File: config.mk
export PLATFORM = sky130hd
export DESIGN_NAME = xms_seq
export DESIGN_NICKNAME = d
export VERILOG_FILES = /design/src/core/xms_pkg.sv /design/src/core/xms_fifo.sv /design/src/core/xms_phase_cnt.sv /design/src/core/xms_seq.sv
export VERILOG_INCLUDE_DIRS = /design/src /design/src/core
export SDC_FILE = /design/constraint.sdc
export NUM_CORES = 1
export LEC_CHECK = 0
export ABC_AREA = 1
export ABC_CLOCK_PERIOD_IN_PS = 5200
export BUFFER_PORTS_ARGS = -buffer_cell sky130_fd_sc_hd__buf_4
export CORE_UTILIZATION = 45
export CTS_CLUSTER_DIAMETER = 200
export DETAILED_ROUTE_END_ITERATION = 6
export PLACE_DENSITY_LB_ADDON = 0.12
export SYNTH_ARGS = -nofsm -noshare
export SYNTH_HDL_FRONTEND = slang
export SYNTH_SLANG_ARGS = --single-unit
File: constraint.sdc
create_clock -name ref_clk -period 5.2 [get_ports ref_clk]
set_clock_uncertainty 0.15 [all_clocks]
set_input_delay 0.52 -clock ref_clk [delete_from_list [all_inputs] [get_ports ref_clk]]
set_output_delay 0.52 -clock ref_clk [all_outputs]
set_load 0.1 [all_outputs]
File: src/core/xms_defines.svh
`ifndef XMS_DEFINES_SVH
`define XMS_DEFINES_SVH
// register port
`define XMS_DW 32
`define XMS_RA_W 8
`define XMS_R_CFG 8'h00
`define XMS_R_ADDR 8'h04
`define XMS_R_WDAT 8'h08
`define XMS_R_CMD 8'h0C
`define XMS_R_STAT 8'h10
`define XMS_R_RDAT 8'h14
// command word and status bits
`define XMS_CMD_WR 0
`define XMS_CMD_BE_LO 1
`define XMS_CMD_BE_HI 2
`define XMS_ST_BUSY 0
`define XMS_ST_FULL 1
`define XMS_ST_EMPTY 2
`define XMS_ST_RVAL 3
`define XMS_ST_OVF 4
// timing configuration fields
`define XMS_CFG_W 15
`define XMS_CFG_RST 15'h0000
`define XMS_F_AE_HI 14
`define XMS_F_AE_LO 12
`define XMS_B_HOLD 10
`define XMS_B_RDH 9
`define XMS_B_WRH 8
`define XMS_F_WR_HI 7
`define XMS_F_WR_LO 4
`define XMS_F_RD_HI 3
`define XMS_F_RD_LO 0
// phase counts, in ref_clk ticks; one bus clock is two ticks
`define XMS_CNT_W 6
`define XMS_CNT_ZERO 6'h00
`define XMS_CNT_ONE 6'h01
`define XMS_HALF 6'h01
`define XMS_TPC 6'h02
// external bus widths and queue depth
`define XMS_AD_W 16
`define XMS_AW 18
`define XMS_BE_W 2
`define XMS_FIFO_D 8
`endif

File: src/core/xms_pkg.sv
`default_nettype none
`include "xms_defines.svh"
package xms_pkg;
	typedef enum logic [5:0] {
		S_IDLE = 6'h01,
		S_SEL = 6'h02,
		S_ALE = 6'h04,
		S_GAP = 6'h08,
		S_STRB = 6'h10,
		S_POST = 6'h20
	} xms_state_t;

	typedef struct packed {
		logic [`XMS_RA_W-1:0] addr;
		logic [`XMS_DW-1:0] wdata;
		logic wr;
		logic rd;
	} xms_bus_t;

	typedef struct packed {
		logic wr;
		logic [`XMS_BE_W-1:0] be;
		logic [`XMS_AW-1:0] addr;
		logic [`XMS_AD_W-1:0] data;
	} xms_req_t;

	typedef struct packed {
		logic memory_select_n;
		logic address_latch_enable;
		logic rd_n;
		logic wr_n;
		logic [`XMS_BE_W-1:0] byte_lane_enables_n;
		logic [`XMS_AW-`XMS_AD_W-1:0] addr_hi;
		logic [`XMS_AD_W-1:0] ad_out;
		logic ad_oe_n;
	} xms_pins_t;

	localparam xms_pins_t XMS_PINS_IDLE = '{memory_select_n: 1'b1, address_latch_enable: 1'b0, rd_n: 1'b1,
		wr_n: 1'b1, byte_lane_enables_n: '1, addr_hi: '0, ad_out: '0, ad_oe_n: 1'b1};

	function automatic logic [`XMS_CNT_W-1:0] xms_ale_t(input logic [`XMS_CFG_W-1:0] c);
		return ({3'h0, c[`XMS_F_AE_HI:`XMS_F_AE_LO]} + `XMS_CNT_ONE) * `XMS_TPC;
	endfunction : xms_ale_t

	function automatic logic [`XMS_CNT_W-1:0] xms_hold_t(input logic [`XMS_CFG_W-1:0] c);
		return `XMS_HALF + (c[`XMS_B_HOLD] ? `XMS_CNT_ZERO : `XMS_TPC);
	endfunction : xms_hold_t

	function automatic logic [`XMS_CNT_W-1:0] xms_gap_t(input logic [`XMS_CFG_W-1:0] c, input logic wr);
		return xms_hold_t(c) + ((wr ? c[`XMS_B_WRH] : c[`XMS_B_RDH]) ? `XMS_CNT_ZERO : `XMS_TPC);
	endfunction : xms_gap_t

	function automatic logic [`XMS_CNT_W-1:0] xms_strb_t(input logic [`XMS_CFG_W-1:0] c, input logic wr);
		return ({2'h0, wr ? c[`XMS_F_WR_HI:`XMS_F_WR_LO] : c[`XMS_F_RD_HI:`XMS_F_RD_LO]} + `XMS_CNT_ONE) * `XMS_TPC;
	endfunction : xms_strb_t

	function automatic logic [`XMS_CNT_W-1:0] xms_dhold_t(input logic [`XMS_CFG_W-1:0] c);
		return c[`XMS_B_WRH] ? `XMS_CNT_ZERO : `XMS_TPC;
	endfunction : xms_dhold_t

	function automatic logic [`XMS_CNT_W-1:0] xms_post_t(input logic [`XMS_CFG_W-1:0] c, input logic wr);
		return wr ? xms_dhold_t(c) + `XMS_TPC : `XMS_TPC;
	endfunction : xms_post_t
endpackage : xms_pkg
`default_nettype wire

File: src/core/xms_fifo.sv
`timescale 1ns/1ps
`default_nettype none
module xms_fifo #(
	parameter int W = 8,
	parameter int D = 8
) (
	// clock and reset
	input wire logic clk,
	input wire logic arst_n,
	// fill side
	input wire logic in_valid,
	output logic in_ready,
	input wire logic [W-1:0] in_data,
	// drain side
	output logic out_valid,
	input wire logic out_ready,
	output logic [W-1:0] out_data
);
	localparam int AW = $clog2(D);
	localparam int CW = $clog2(D + 1);

	// pointers wrap naturally, so depth must be a power of two
	logic [W-1:0] mem [D];
	logic [AW-1:0] wp_q, wp_d, rp_q, rp_d;
	logic [CW-1:0] cnt_q, cnt_d;
	logic rdy_q, rdy_d, push, pop;

	assign push = in_valid && rdy_q;
	assign pop = out_valid && out_ready;
	assign in_ready = rdy_q;
	assign out_valid = cnt_q != '0;
	assign out_data = mem[rp_q];

	always_comb begin
		wp_d = push ? wp_q + 1'b1 : wp_q;
		rp_d = pop ? rp_q + 1'b1 : rp_q;
		cnt_d = cnt_q + CW'(push) - CW'(pop);
		rdy_d = cnt_d != CW'(D);
	end

	always_ff @(posedge clk or negedge arst_n) begin
		if (!arst_n) begin
			wp_q <= '0;
			rp_q <= '0;
			cnt_q <= '0;
			rdy_q <= 1'b1;
		end else begin
			wp_q <= wp_d;
			rp_q <= rp_d;
			cnt_q <= cnt_d;
			rdy_q <= rdy_d;
		end
	end

	// storage needs no reset; out_valid guards stale words
	always_ff @(posedge clk) begin
		if (push) begin
			mem[wp_q] <= in_data;
		end
	end
endmodule : xms_fifo
`default_nettype wire

File: src/core/xms_phase_cnt.sv
`timescale 1ns/1ps
`default_nettype none
module xms_phase_cnt #(
	parameter int W = 6
) (
	// clock and reset
	input wire logic clk,
	input wire logic arst_n,
	// phase length in ticks, at least one
	input wire logic load,
	input wire logic [W-1:0] load_val,
	// high during the final tick of the phase
	output logic last
);
	logic [W-1:0] cnt_q, cnt_d;

	assign last = cnt_q == W'(1);

	always_comb begin
		if (load) begin
			cnt_d = load_val;
		end else if (cnt_q != '0) begin
			cnt_d = cnt_q - 1'b1;
		end else begin
			cnt_d = cnt_q;
		end
	end

	always_ff @(posedge clk or negedge arst_n) begin
		if (!arst_n) begin
			cnt_q <= '0;
		end else begin
			cnt_q <= cnt_d;
		end
	end
endmodule : xms_phase_cnt
`default_nettype wire

File: src/core/xms_seq.sv
`timescale 1ns/1ps
`default_nettype none
`include "xms_defines.svh"
// What this block does
// - latch enable lasts address field plus one
// - write strobe delay follows bits ten, eight
// - write strobe width is field plus one
// - data hold and select release after write
// - read strobe delay follows bits ten, nine
// - read strobe width is field plus one
module xms_seq (
	// clock and reset
	input wire logic ref_clk,
	input wire logic arst_n,
	// register port
	input wire xms_pkg::xms_bus_t bus,
	output logic [`XMS_DW-1:0] bus_rdata_q,
	// command queue back-pressure
	output logic cmd_ready,
	// external memory pins
	output var xms_pkg::xms_pins_t pins_q,
	input wire logic [`XMS_AD_W-1:0] ad_in
);
	import xms_pkg::*;

	xms_state_t state_q, state_d;
	logic [`XMS_CFG_W-1:0] ext_bus_timing_config_q, ext_bus_timing_config_d, act_q, act_d;
	logic [`XMS_AW-1:0] addr_q, addr_d;
	logic [`XMS_AD_W-1:0] wdat_q, wdat_d, rdat_q, rdat_d;
	xms_req_t cur_q, cur_d, f_in, f_out;
	logic rval_q, rval_d, ovf_q, ovf_d;
	logic [`XMS_DW-1:0] bus_rdata_d;
	logic push, pop, f_valid, ph_last, ph_ld, cap;
	logic [`XMS_CNT_W-1:0] ph_val, el_q, el_d;
	xms_pins_t pins_d;
	logic adr_q, adr_d, bea_q, bea_d;

	// requests queue here so software can post several cycles ahead
	xms_fifo #(.W($bits(xms_req_t)), .D(`XMS_FIFO_D)) u_fifo (
		.clk(ref_clk),
		.arst_n(arst_n),
		.in_valid(push),
		.in_ready(cmd_ready),
		.in_data(f_in),
		.out_valid(f_valid),
		.out_ready(pop),
		.out_data(f_out)
	);

	xms_phase_cnt #(.W(`XMS_CNT_W)) u_phase (
		.clk(ref_clk),
		.arst_n(arst_n),
		.load(ph_ld),
		.load_val(ph_val),
		.last(ph_last)
	);

	// register port
	always_comb begin
		ext_bus_timing_config_d = ext_bus_timing_config_q;
		addr_d = addr_q;
		wdat_d = wdat_q;
		rdat_d = rdat_q;
		rval_d = rval_q;
		ovf_d = ovf_q;
		push = 1'b0;
		bus_rdata_d = '0;
		f_in = '{wr: bus.wdata[`XMS_CMD_WR], be: bus.wdata[`XMS_CMD_BE_HI:`XMS_CMD_BE_LO], addr: addr_q, data: wdat_q};
		if (bus.wr) begin
			case (bus.addr)
				`XMS_R_CFG: ext_bus_timing_config_d = bus.wdata[`XMS_CFG_W-1:0];
				`XMS_R_ADDR: addr_d = bus.wdata[`XMS_AW-1:0];
				`XMS_R_WDAT: wdat_d = bus.wdata[`XMS_AD_W-1:0];
				`XMS_R_CMD: push = 1'b1;
				`XMS_R_STAT: begin
					if (bus.wdata[`XMS_ST_OVF]) begin
						ovf_d = 1'b0;
					end
				end
				default: ;
			endcase
		end
		if (bus.rd) begin
			case (bus.addr)
				`XMS_R_CFG: bus_rdata_d[`XMS_CFG_W-1:0] = ext_bus_timing_config_q;
				`XMS_R_ADDR: bus_rdata_d[`XMS_AW-1:0] = addr_q;
				`XMS_R_WDAT: bus_rdata_d[`XMS_AD_W-1:0] = wdat_q;
				`XMS_R_STAT: begin
					bus_rdata_d[`XMS_ST_BUSY] = state_q != S_IDLE;
					bus_rdata_d[`XMS_ST_FULL] = !cmd_ready;
					bus_rdata_d[`XMS_ST_EMPTY] = !f_valid;
					bus_rdata_d[`XMS_ST_RVAL] = rval_q;
					bus_rdata_d[`XMS_ST_OVF] = ovf_q;
				end
				`XMS_R_RDAT: begin
					bus_rdata_d[`XMS_AD_W-1:0] = rdat_q;
					rval_d = 1'b0;
				end
				default: ;
			endcase
		end
		// sets come last so an event in the clearing cycle survives
		if (push && !cmd_ready) begin
			ovf_d = 1'b1;
		end
		if (cap) begin
			rdat_d = ad_in;
			rval_d = 1'b1;
		end
	end

	always_ff @(posedge ref_clk or negedge arst_n) begin
		if (!arst_n) begin
			ext_bus_timing_config_q <= `XMS_CFG_RST;
			addr_q <= '0;
			wdat_q <= '0;
			rdat_q <= '0;
			rval_q <= 1'b0;
			ovf_q <= 1'b0;
			bus_rdata_q <= '0;
		end else begin
			ext_bus_timing_config_q <= ext_bus_timing_config_d;
			addr_q <= addr_d;
			wdat_q <= wdat_d;
			rdat_q <= rdat_d;
			rval_q <= rval_d;
			ovf_q <= ovf_d;
			bus_rdata_q <= bus_rdata_d;
		end
	end

	// cycle sequencer; timing is latched per cycle so a config write never tears one
	always_comb begin
		state_d = state_q;
		act_d = act_q;
		cur_d = cur_q;
		pop = 1'b0;
		ph_ld = 1'b0;
		ph_val = `XMS_HALF;
		cap = 1'b0;
		case (state_q)
			S_IDLE: begin
				// wait for select to read high so back-to-back cycles keep a turnaround
				if (f_valid && pins_q.memory_select_n) begin
					pop = 1'b1;
					cur_d = f_out;
					act_d = ext_bus_timing_config_q;
					state_d = S_SEL;
					ph_ld = 1'b1;
					ph_val = `XMS_HALF;
				end
			end
			S_SEL: if (ph_last) begin
				state_d = S_ALE;
				ph_ld = 1'b1;
				ph_val = xms_ale_t(act_q);
			end
			S_ALE: if (ph_last) begin
				state_d = S_GAP;
				ph_ld = 1'b1;
				ph_val = xms_gap_t(act_q, cur_q.wr);
			end
			S_GAP: if (ph_last) begin
				state_d = S_STRB;
				ph_ld = 1'b1;
				ph_val = xms_strb_t(act_q, cur_q.wr);
			end
			S_STRB: if (ph_last) begin
				state_d = S_POST;
				ph_ld = 1'b1;
				ph_val = xms_post_t(act_q, cur_q.wr);
			end
			S_POST: begin
				// sampled on the edge that raises the read strobe; the memory holds past it
				cap = !cur_q.wr && el_q == `XMS_CNT_ZERO;
				if (ph_last) begin
					state_d = S_IDLE;
				end
			end
			default: state_d = S_IDLE;
		endcase
		el_d = ph_ld ? `XMS_CNT_ZERO : el_q + `XMS_CNT_ONE;
	end

	always_ff @(posedge ref_clk or negedge arst_n) begin
		if (!arst_n) begin
			state_q <= S_IDLE;
			act_q <= `XMS_CFG_RST;
			cur_q <= '0;
			el_q <= `XMS_CNT_ZERO;
		end else begin
			state_q <= state_d;
			act_q <= act_d;
			cur_q <= cur_d;
			el_q <= el_d;
		end
	end

	// pins lag the state by one tick, uniformly, so all spacings hold
	always_comb begin
		pins_d = XMS_PINS_IDLE;
		adr_d = 1'b0;
		bea_d = 1'b0;
		if (state_q != S_IDLE) begin
			pins_d.memory_select_n = 1'b0;
			pins_d.addr_hi = cur_q.addr[`XMS_AW-1:`XMS_AD_W];
			pins_d.address_latch_enable = state_q == S_ALE;
			adr_d = state_q == S_SEL || state_q == S_ALE || (state_q == S_GAP && el_q < xms_hold_t(act_q));
			bea_d = (state_q == S_GAP && el_q >= `XMS_HALF) || state_q == S_STRB || state_q == S_POST;
			if (bea_d) begin
				pins_d.byte_lane_enables_n = ~cur_q.be;
			end
			pins_d.wr_n = !(state_q == S_STRB && cur_q.wr);
			pins_d.rd_n = !(state_q == S_STRB && !cur_q.wr);
			if (adr_d) begin
				pins_d.ad_out = cur_q.addr[`XMS_AD_W-1:0];
				pins_d.ad_oe_n = 1'b0;
			end else if (cur_q.wr && (state_q != S_POST || el_q < xms_dhold_t(act_q))) begin
				pins_d.ad_out = cur_q.data;
				pins_d.ad_oe_n = 1'b0;
			end
		end
	end

	always_ff @(posedge ref_clk or negedge arst_n) begin
		if (!arst_n) begin
			pins_q <= XMS_PINS_IDLE;
			adr_q <= 1'b0;
			bea_q <= 1'b0;
		end else begin
			pins_q <= pins_d;
			adr_q <= adr_d;
			bea_q <= bea_d;
		end
	end

	// checking helpers: ticks since latch fell, latch width, strobe width, ticks since strobe rose
	logic [`XMS_CNT_W-1:0] since_q, since_d, alen_q, alen_d, slen_q, slen_d, rise_q, rise_d;
	logic strb_on;

	always_comb begin
		strb_on = !pins_q.wr_n || !pins_q.rd_n;
		since_d = pins_q.address_latch_enable ? `XMS_CNT_ZERO : since_q + `XMS_CNT_ONE;
		alen_d = pins_q.address_latch_enable ? alen_q + `XMS_CNT_ONE : `XMS_CNT_ZERO;
		slen_d = strb_on ? slen_q + `XMS_CNT_ONE : `XMS_CNT_ZERO;
		rise_d = strb_on ? `XMS_CNT_ZERO : rise_q + `XMS_CNT_ONE;
	end

	always_ff @(posedge ref_clk or negedge arst_n) begin
		if (!arst_n) begin
			since_q <= `XMS_CNT_ZERO;
			alen_q <= `XMS_CNT_ZERO;
			slen_q <= `XMS_CNT_ZERO;
			rise_q <= `XMS_CNT_ZERO;
		end else begin
			since_q <= since_d;
			alen_q <= alen_d;
			slen_q <= slen_d;
			rise_q <= rise_d;
		end
	end
endmodule : xms_seq
`default_nettype wire

Word level (Yosys, flattened, before mapping)
Memories as Yosys holds them, arrays and structs flattened. A register that Yosys moved wholly into a read port is not among the register bits.
Cells that the tools add are included.
{"block": "classes", "n_addsub": 11, "order_cmp": 3, "eq_ne": 21, "mux": 46, "bitwise_logic": 1, "n_reduce_logical": 39}
{"operator": "6-bit two-way mux", "n": 13}
{"operator": "10-bit case mux with 4 select lines", "n": 1}
{"operator": "6-bit case mux with 6 select lines", "n": 1}
{"operator": "17-bit two-way mux", "n": 2}
{"operator": "25-bit two-way mux", "n": 1}
{"operator": "5-bit case mux with 5 select lines", "n": 1}
{"operator": "6-bit case mux with 4 select lines", "n": 1}
{"operator": "18-bit two-way mux", "n": 1}
{"operator": "8-bit by 4-bit equality test with 1-bit output (second input constant)", "n": 2}
{"operator": "8-bit by 5-bit equality test with 1-bit output (second input constant)", "n": 2}
{"operator": "1-bit two-way mux", "n": 16}
{"operator": "6-bit by 1-bit equality test with 1-bit output (second input constant)", "n": 2}
{"operator": "2-bit != test (second input constant)", "n": 6}
{"operator": "2-bit nonzero test", "n": 6}
{"operator": "1-bit logical AND", "n": 10}
{"operator": "2-bit two-way mux", "n": 5}
{"operator": "2-bit AND reduction", "n": 5}
{"operator": "8-bit by 3-bit equality test with 1-bit output (second input constant)", "n": 1}
{"operator": "8-bit zero test", "n": 1}
{"operator": "3-bit by 1-bit adder with 3-bit output (second input constant)", "n": 2}
{"operator": "6-bit by 1-bit adder with 6-bit output (second input constant)", "n": 1}
{"operator": "6-bit by 2-bit adder with 6-bit output", "n": 1}
{"operator": "6-bit by 2-bit adder with 6-bit output (second input constant)", "n": 1}
{"operator": "6-bit by 2-bit equality test with 1-bit output (second input constant)", "n": 1}
{"operator": "29 further kinds", "n": 38}
{"block": "totals", "ff_bits": 154, "mem_bits_rw": 296, "in_bits": 60, "n_memories": 1}
{"memory": "u_fifo.mem", "words": 8, "width": 37, "rd": 1, "rd_ports_with_merged_regs": 1, "wr": 1, "line_no": "xms_fifo.sv:23", "rtl": "logic [W-1:0] mem [D];"}

Longest topological paths before layout
{"block": "depth", "depth_word": 7, "ltp_mapped": 16, "ltp_nobuf": 15}

Hierarchy
A second synthesis with hierarchy kept.
{"block": "hier_totals", "cells_unflattened": 2346, "area_unflattened_um2": 21861.0}
{"mod": "xms_fifo", "instances": 1, "cells_per_inst": 1352, "area_per_inst_um2": 13545.5, "seq_area_each_um2": 9165.0}
{"mod": "xms_seq", "instances": 1, "cells_per_inst": 937, "area_per_inst_um2": 7886.3, "seq_area_each_um2": 4337.9}
{"mod": "xms_phase_cnt", "instances": 1, "cells_per_inst": 57, "area_per_inst_um2": 429.2, "seq_area_each_um2": 150.1}

Worst setup path after synthesis
No wires, ideal clock.
{"block": "synth_path", "path_type": "flip-flop to flip-flop", "from": "register u_fifo.rdy_q (netlist: u_fifo.in_ready)", "to": "memory u_fifo.mem[2][0] (netlist name), enable pin", "setup_time_ps": 477, "arrival_time_ps": 3898, "setup_slack_ps": 675, "stages_incl_launch_ff": 5, "n_path_buf": 0, "cell_sequence": "dfstp_2 > inv_1 > nor2_1 > nand2_1 > nor3_1"}
{"block": "synth_between", "elab_chain_len": 3}
{"item": "start, declared", "line_no": "xms_fifo.sv:26", "rtl": "logic rdy_q, rdy_d, push, pop;"}
{"item": "start signal, assigned", "line_no": "xms_fifo.sv:51", "rtl": "rdy_q <= rdy_d;"}
{"item": "1-bit logical AND", "line_no": "xms_fifo.sv:28", "rtl": "assign push = in_valid && rdy_q;"}
{"item": "named net u_fifo.push", "line_no": "xms_fifo.sv:26"}
{"item": "1-bit two-way mux", "line_no": "xms_fifo.sv:57", "rtl": "if (push) begin"}
{"item": "1-bit two-way mux (not written as such)", "line_no": "xms_fifo.sv:58", "rtl": "mem[wp_q] <= in_data;"}
{"item": "end, declared", "line_no": "xms_fifo.sv:23"}
The timed path passes the listed nets, and every way through them passes these cells.

Final worst setup path
{"block": "layout_path", "from": "register state_q[2]", "to": "register u_fifo.rdy_q (netlist: u_fifo.in_ready)"}
{"block": "layout_between", "elab_chain_len": 5}
{"item": "start, declared", "line_no": "xms_seq.sv:26", "rtl": "xms_state_t state_q, state_d;"}
{"item": "start signal, assigned", "line_no": "xms_seq.sv:192", "rtl": "state_q <= state_d;"}
{"item": "6-bit by 1-bit equality test with 1-bit output", "line_no": "xms_seq.sv:141", "rtl": "case (state_q)"}
{"item": "1-bit two-way mux", "line_no": "xms_seq.sv:141"}
{"item": "1-bit logical AND", "line_no": "xms_fifo.sv:29", "rtl": "assign pop = out_valid && out_ready;"}
{"item": "4-bit by 1-bit subtractor with 4-bit output", "line_no": "xms_fifo.sv:37", "rtl": "cnt_d = cnt_q + CW'(push) - CW'(pop);"}
{"item": "named net u_fifo.cnt_d[1]", "line_no": "xms_fifo.sv:25", "rtl": "logic [CW-1:0] cnt_q, cnt_d;"}
{"item": "4-bit != test", "line_no": "xms_fifo.sv:38", "rtl": "rdy_d = cnt_d != CW'(D);"}
{"item": "named net u_fifo.rdy_d", "line_no": "xms_fifo.sv:26"}
The timed path passes the listed nets, and every way through them passes these cells.
A chain may end at the register's enable or synchronous reset.

==> results.toml <==
[status]
status = "complete, no violations"

[setup_path]
critPathLaunchType = "flop"
critPathKind = "reg -> reg"
cp_max_fo = 21
critPathCaptureType = "flop"
r2r_slack_ns = 2.10
cp.arrival_ns = 3.47
slowest_stage = "inv_2"
required_ns = 5.56
path_cells = "nor2_2 > nand4_2 > inv_2 > nand2_2 > inv_2 > ha_1 > inv_1 > ha_1 > inv_1 > fa_1 > inv_1 > nor3_1 > nand2_1"
path_common_cell = "inv_1"
slowest_delay_ns = 0.56

[drt]
ant_nets = 0
drt_iter0_markers = 1017
vias = 13300
post_drt_wl_per_cell_um = 21.5
drt-total-wl_mm = 52.6
drc = 0
drt_pass1_iterations = 5
viasPerCell = 5.44

[die]
start_util_pct = 45.7
rows = 76
fp.dieW_um = 211
ios = 118
dieHeight_um = 211
dieArea_um2 = 44700
coreArea_um2 = 43200

[min_path]
hp-class = "in -> reg"

[cells_and_area]
drive_gt1_share_pct = 13.0
final_nets = 1901
post-route-util_pct = 52.6
antenna_cells = 0
syn_to_final_growth_pct = 15.0
fin_cells = 2449
num-fill-cells = 3826

[place]
placed_cells = 2346
numPortBuffers = 89
hpwl_mm = 29.1
gp_congestion = 0.844

[run]
max-cap-violations = 0

[sta]
post-route-period-util_pct = 59.7
fin_setup_tns_ns = 0
grt_setup_unrepaired = "no"
period_minus_slack_ns = 3.10
slew_headroom_pct = 33.2
finalHoldViolations = 0
slew_viol_final = 0
worstMarginPinSlew_ns = 1.00
fmax_mhz = 322
setup_violations = 0

[global_route]
globalRouteOverflowTotal = 0
grt_pass1_wl_mm = 79.8
grt_antenna_before_repair = 0
grt_max_degree = 150
grt_pass1_vias = 12900
grt_use_total_pct = 24.2

[synthesis]
ys_seq_area_share_pct = 69.2
synth_most_common_cell = "nand2_1"
ys_ff_latch = 486
yosysTopAreaCellShare_pct = 45.0
synthTopCellsByArea = "edfxtp_1 (45%), dfrtp_1 (23%), nand2_1 (6.0%)"
ys.flop_type = "edfxtp_1"
synth_edf_count = 296
yosysWarnings = 0
netlist_area_um2 = 19700
ys_top_cells_by_count = "nand2_1 (316), edfxtp_1 (296), o21ai_0 (235), nor2_1 (217), dfrtp_1 (182)"
ys_types = 42
synth_area_per_cell_um2 = 11.3
syn_inst = 1742
synthArstFlopShare_pct = 39.1
yosysTopAreaCell = "edfxtp_1"

[clocking]
cts_max_path_buffers = 3
h-tree-depth = 2
clock_sinks = 486
postCtsSetupBuffers = 0
clkLatencyLatePin_ns = 0.59
ctsResizeCount = 0
cts_buffers = 50
cts_tree = "built"
cts_root_buf = "clkbuf_16"
clk_pin_slew_ns = 0.06
hold_buffers = 9

[power]
pwr_density_cell_nw_per_um2 = 525
p_leak_uw = 0.00919
peakVddDrop_v = 0.000345
-- state kept, by name, indices dropped and copies added (netlist names) --
name / count
wdat_q: 16
addr_q: 18
u_fifo.cnt_q: 4
u_fifo.wp_q: 3
rdat_q: 16
state_q: 6
pins_q: 25
ext_bus_timing_config_q: 15
rval_q: 1
ovf_q: 1
act_q: 14
el_q: 6
u_phase.cnt_q: 6
u_fifo.mem: 296
cur_q: 37
u_fifo.in_ready: 1
u_fifo.rp_q: 3
bus_rdata_q: 18
-- cell usage in the layout, fill, tap and decap left out, types with 3 or more instances in the layout --
| cell type | synthesis | final |
|---|---|---|
| clkbuf_8 | 0 | 10 |
| o21ai_1 | 17 | 17 |
| nand3_1 | 68 | 68 |
| inv_6 | 0 | 3 |
| nor2_2 | 6 | 6 |
| inv_2 | 7 | 7 |
| buf_4 | 17 | 105 |
| clkinv_2 | 0 | 12 |
| nor3_1 | 11 | 3 |
| inv_1 | 100 | 99 |
| o21ai_0 | 235 | 235 |
| clkbuf_16 | 0 | 51 |
| conb_1 | 1 | 14 |
| xnor2_1 | 5 | 5 |
| dlygate4sd3_1 | 0 | 9 |
| clkinv_1 | 3 | 5 |
| edfxtp_1 | 296 | 296 |
| o221ai_1 | 59 | 59 |
| nor3_2 | 0 | 8 |
| nand2_1 | 316 | 315 |
| xor2_1 | 7 | 7 |
| o22ai_1 | 18 | 18 |
| bufinv_16 | 0 | 5 |
| dfrtp_1 | 182 | 180 |
| a21oi_1 | 24 | 24 |
| dfstp_2 | 8 | 8 |
| o211ai_1 | 11 | 11 |
| nand4_1 | 4 | 4 |
| nand3_2 | 5 | 5 |
| ha_1 | 18 | 18 |
| nand2_2 | 4 | 5 |
| nor2_4 | 3 | 3 |
| clkbuf_1 | 52 | 10 |
| nor2_1 | 217 | 217 |
-- layer usage --
layer  vias to the layer above  global-route usage (%)  wire length (µm)
met5                         -                       0                 0
met1                      6590                    35.4             24100
li1                       6188                       -                 -
met4                         0                    7.95              1340
met3                        83                    3.43              3310
met2                       462                    37.2             23900
-- report_power, final --
group	switching [µW]	internal [µW]
clock network	1510	2190
registers	382	4460
logic	2440	939
total	4330	7580
-- cell type report --
| class | instances | area [µm²] | area share [%] |
|---|---|---|---|
| sequential | 486 | 13700 | 60.2 |
| clock inverter | 24 | 270 | 1.19 |
| tap | 585 | 732 | 3.23 |
| timing repair buffer | 117 | 932 | 4.11 |
| inverter | 110 | 414 | 1.82 |
| multi-input combinational | 1057 | 5250 | 23.1 |
| clock buffer | 70 | 1440 | 6.34 |
-- stage by stage --
stage / instance area, µm² / hold WS (ns) / setup slack [ns] / power [µW]
floorplan: 19800 / 0.0744 / 0.675 / 7210
global placement: 20900 / 0.258 / 2.09 / 8220
detailed placement: 20900 / 0.252 / 2.07 / 8290
CTS: 22700 / 0.00119 / 2.07 / 12000
global route: 22700 / 0.0170 / 1.87 / 12600
finish: 22700 / 0.0252 / 2.10 / 11900
-- cell families after synthesis --
family | Yosys count | share of synthesized area [%]
buffers and inverters | 212 | 4.67
DFF | 486 | 69.2
and+or+nand+nor | 642 | 13.4
adders and majority gates | 19 | 1.24
xor gates and xnor gates | 12 | 0.533
muxes | 2 | 0.114
other | 1 | 0.0190
AOI/OAI and AO/OA | 368 | 10.8
-- critical path, delay by kind of cell (launching register included) --
family        cells  cell delay [ns]
simple gates      5             0.79
buf+inv           5             0.83
flops             1             0.40
fa+ha+maj         3             0.88
-- path summary, 6_finish.rpt --
path,from,end,depth (start not counted)
min,ad_in[11],rdat_q[11]$_DFFE_PN0P_,3
max reg2reg,state_q[2]$_DFFE_PN0P_,u_fifo.in_ready$_DFF_PN1_,13
min in group asynchronous,arst_n,cur_q[34]$_DFFE_PN0N_,2
max,state_q[2]$_DFFE_PN0P_,u_fifo.in_ready$_DFF_PN1_,13
min reg2reg,cur_q[34]$_DFFE_PN0N_,pins_q[19]$_DFF_PN1_,1
max in group asynchronous,arst_n,wdat_q[3]$_DFFE_PN0P_,3
No activity file was read; power rests on OpenSTA's default activity.
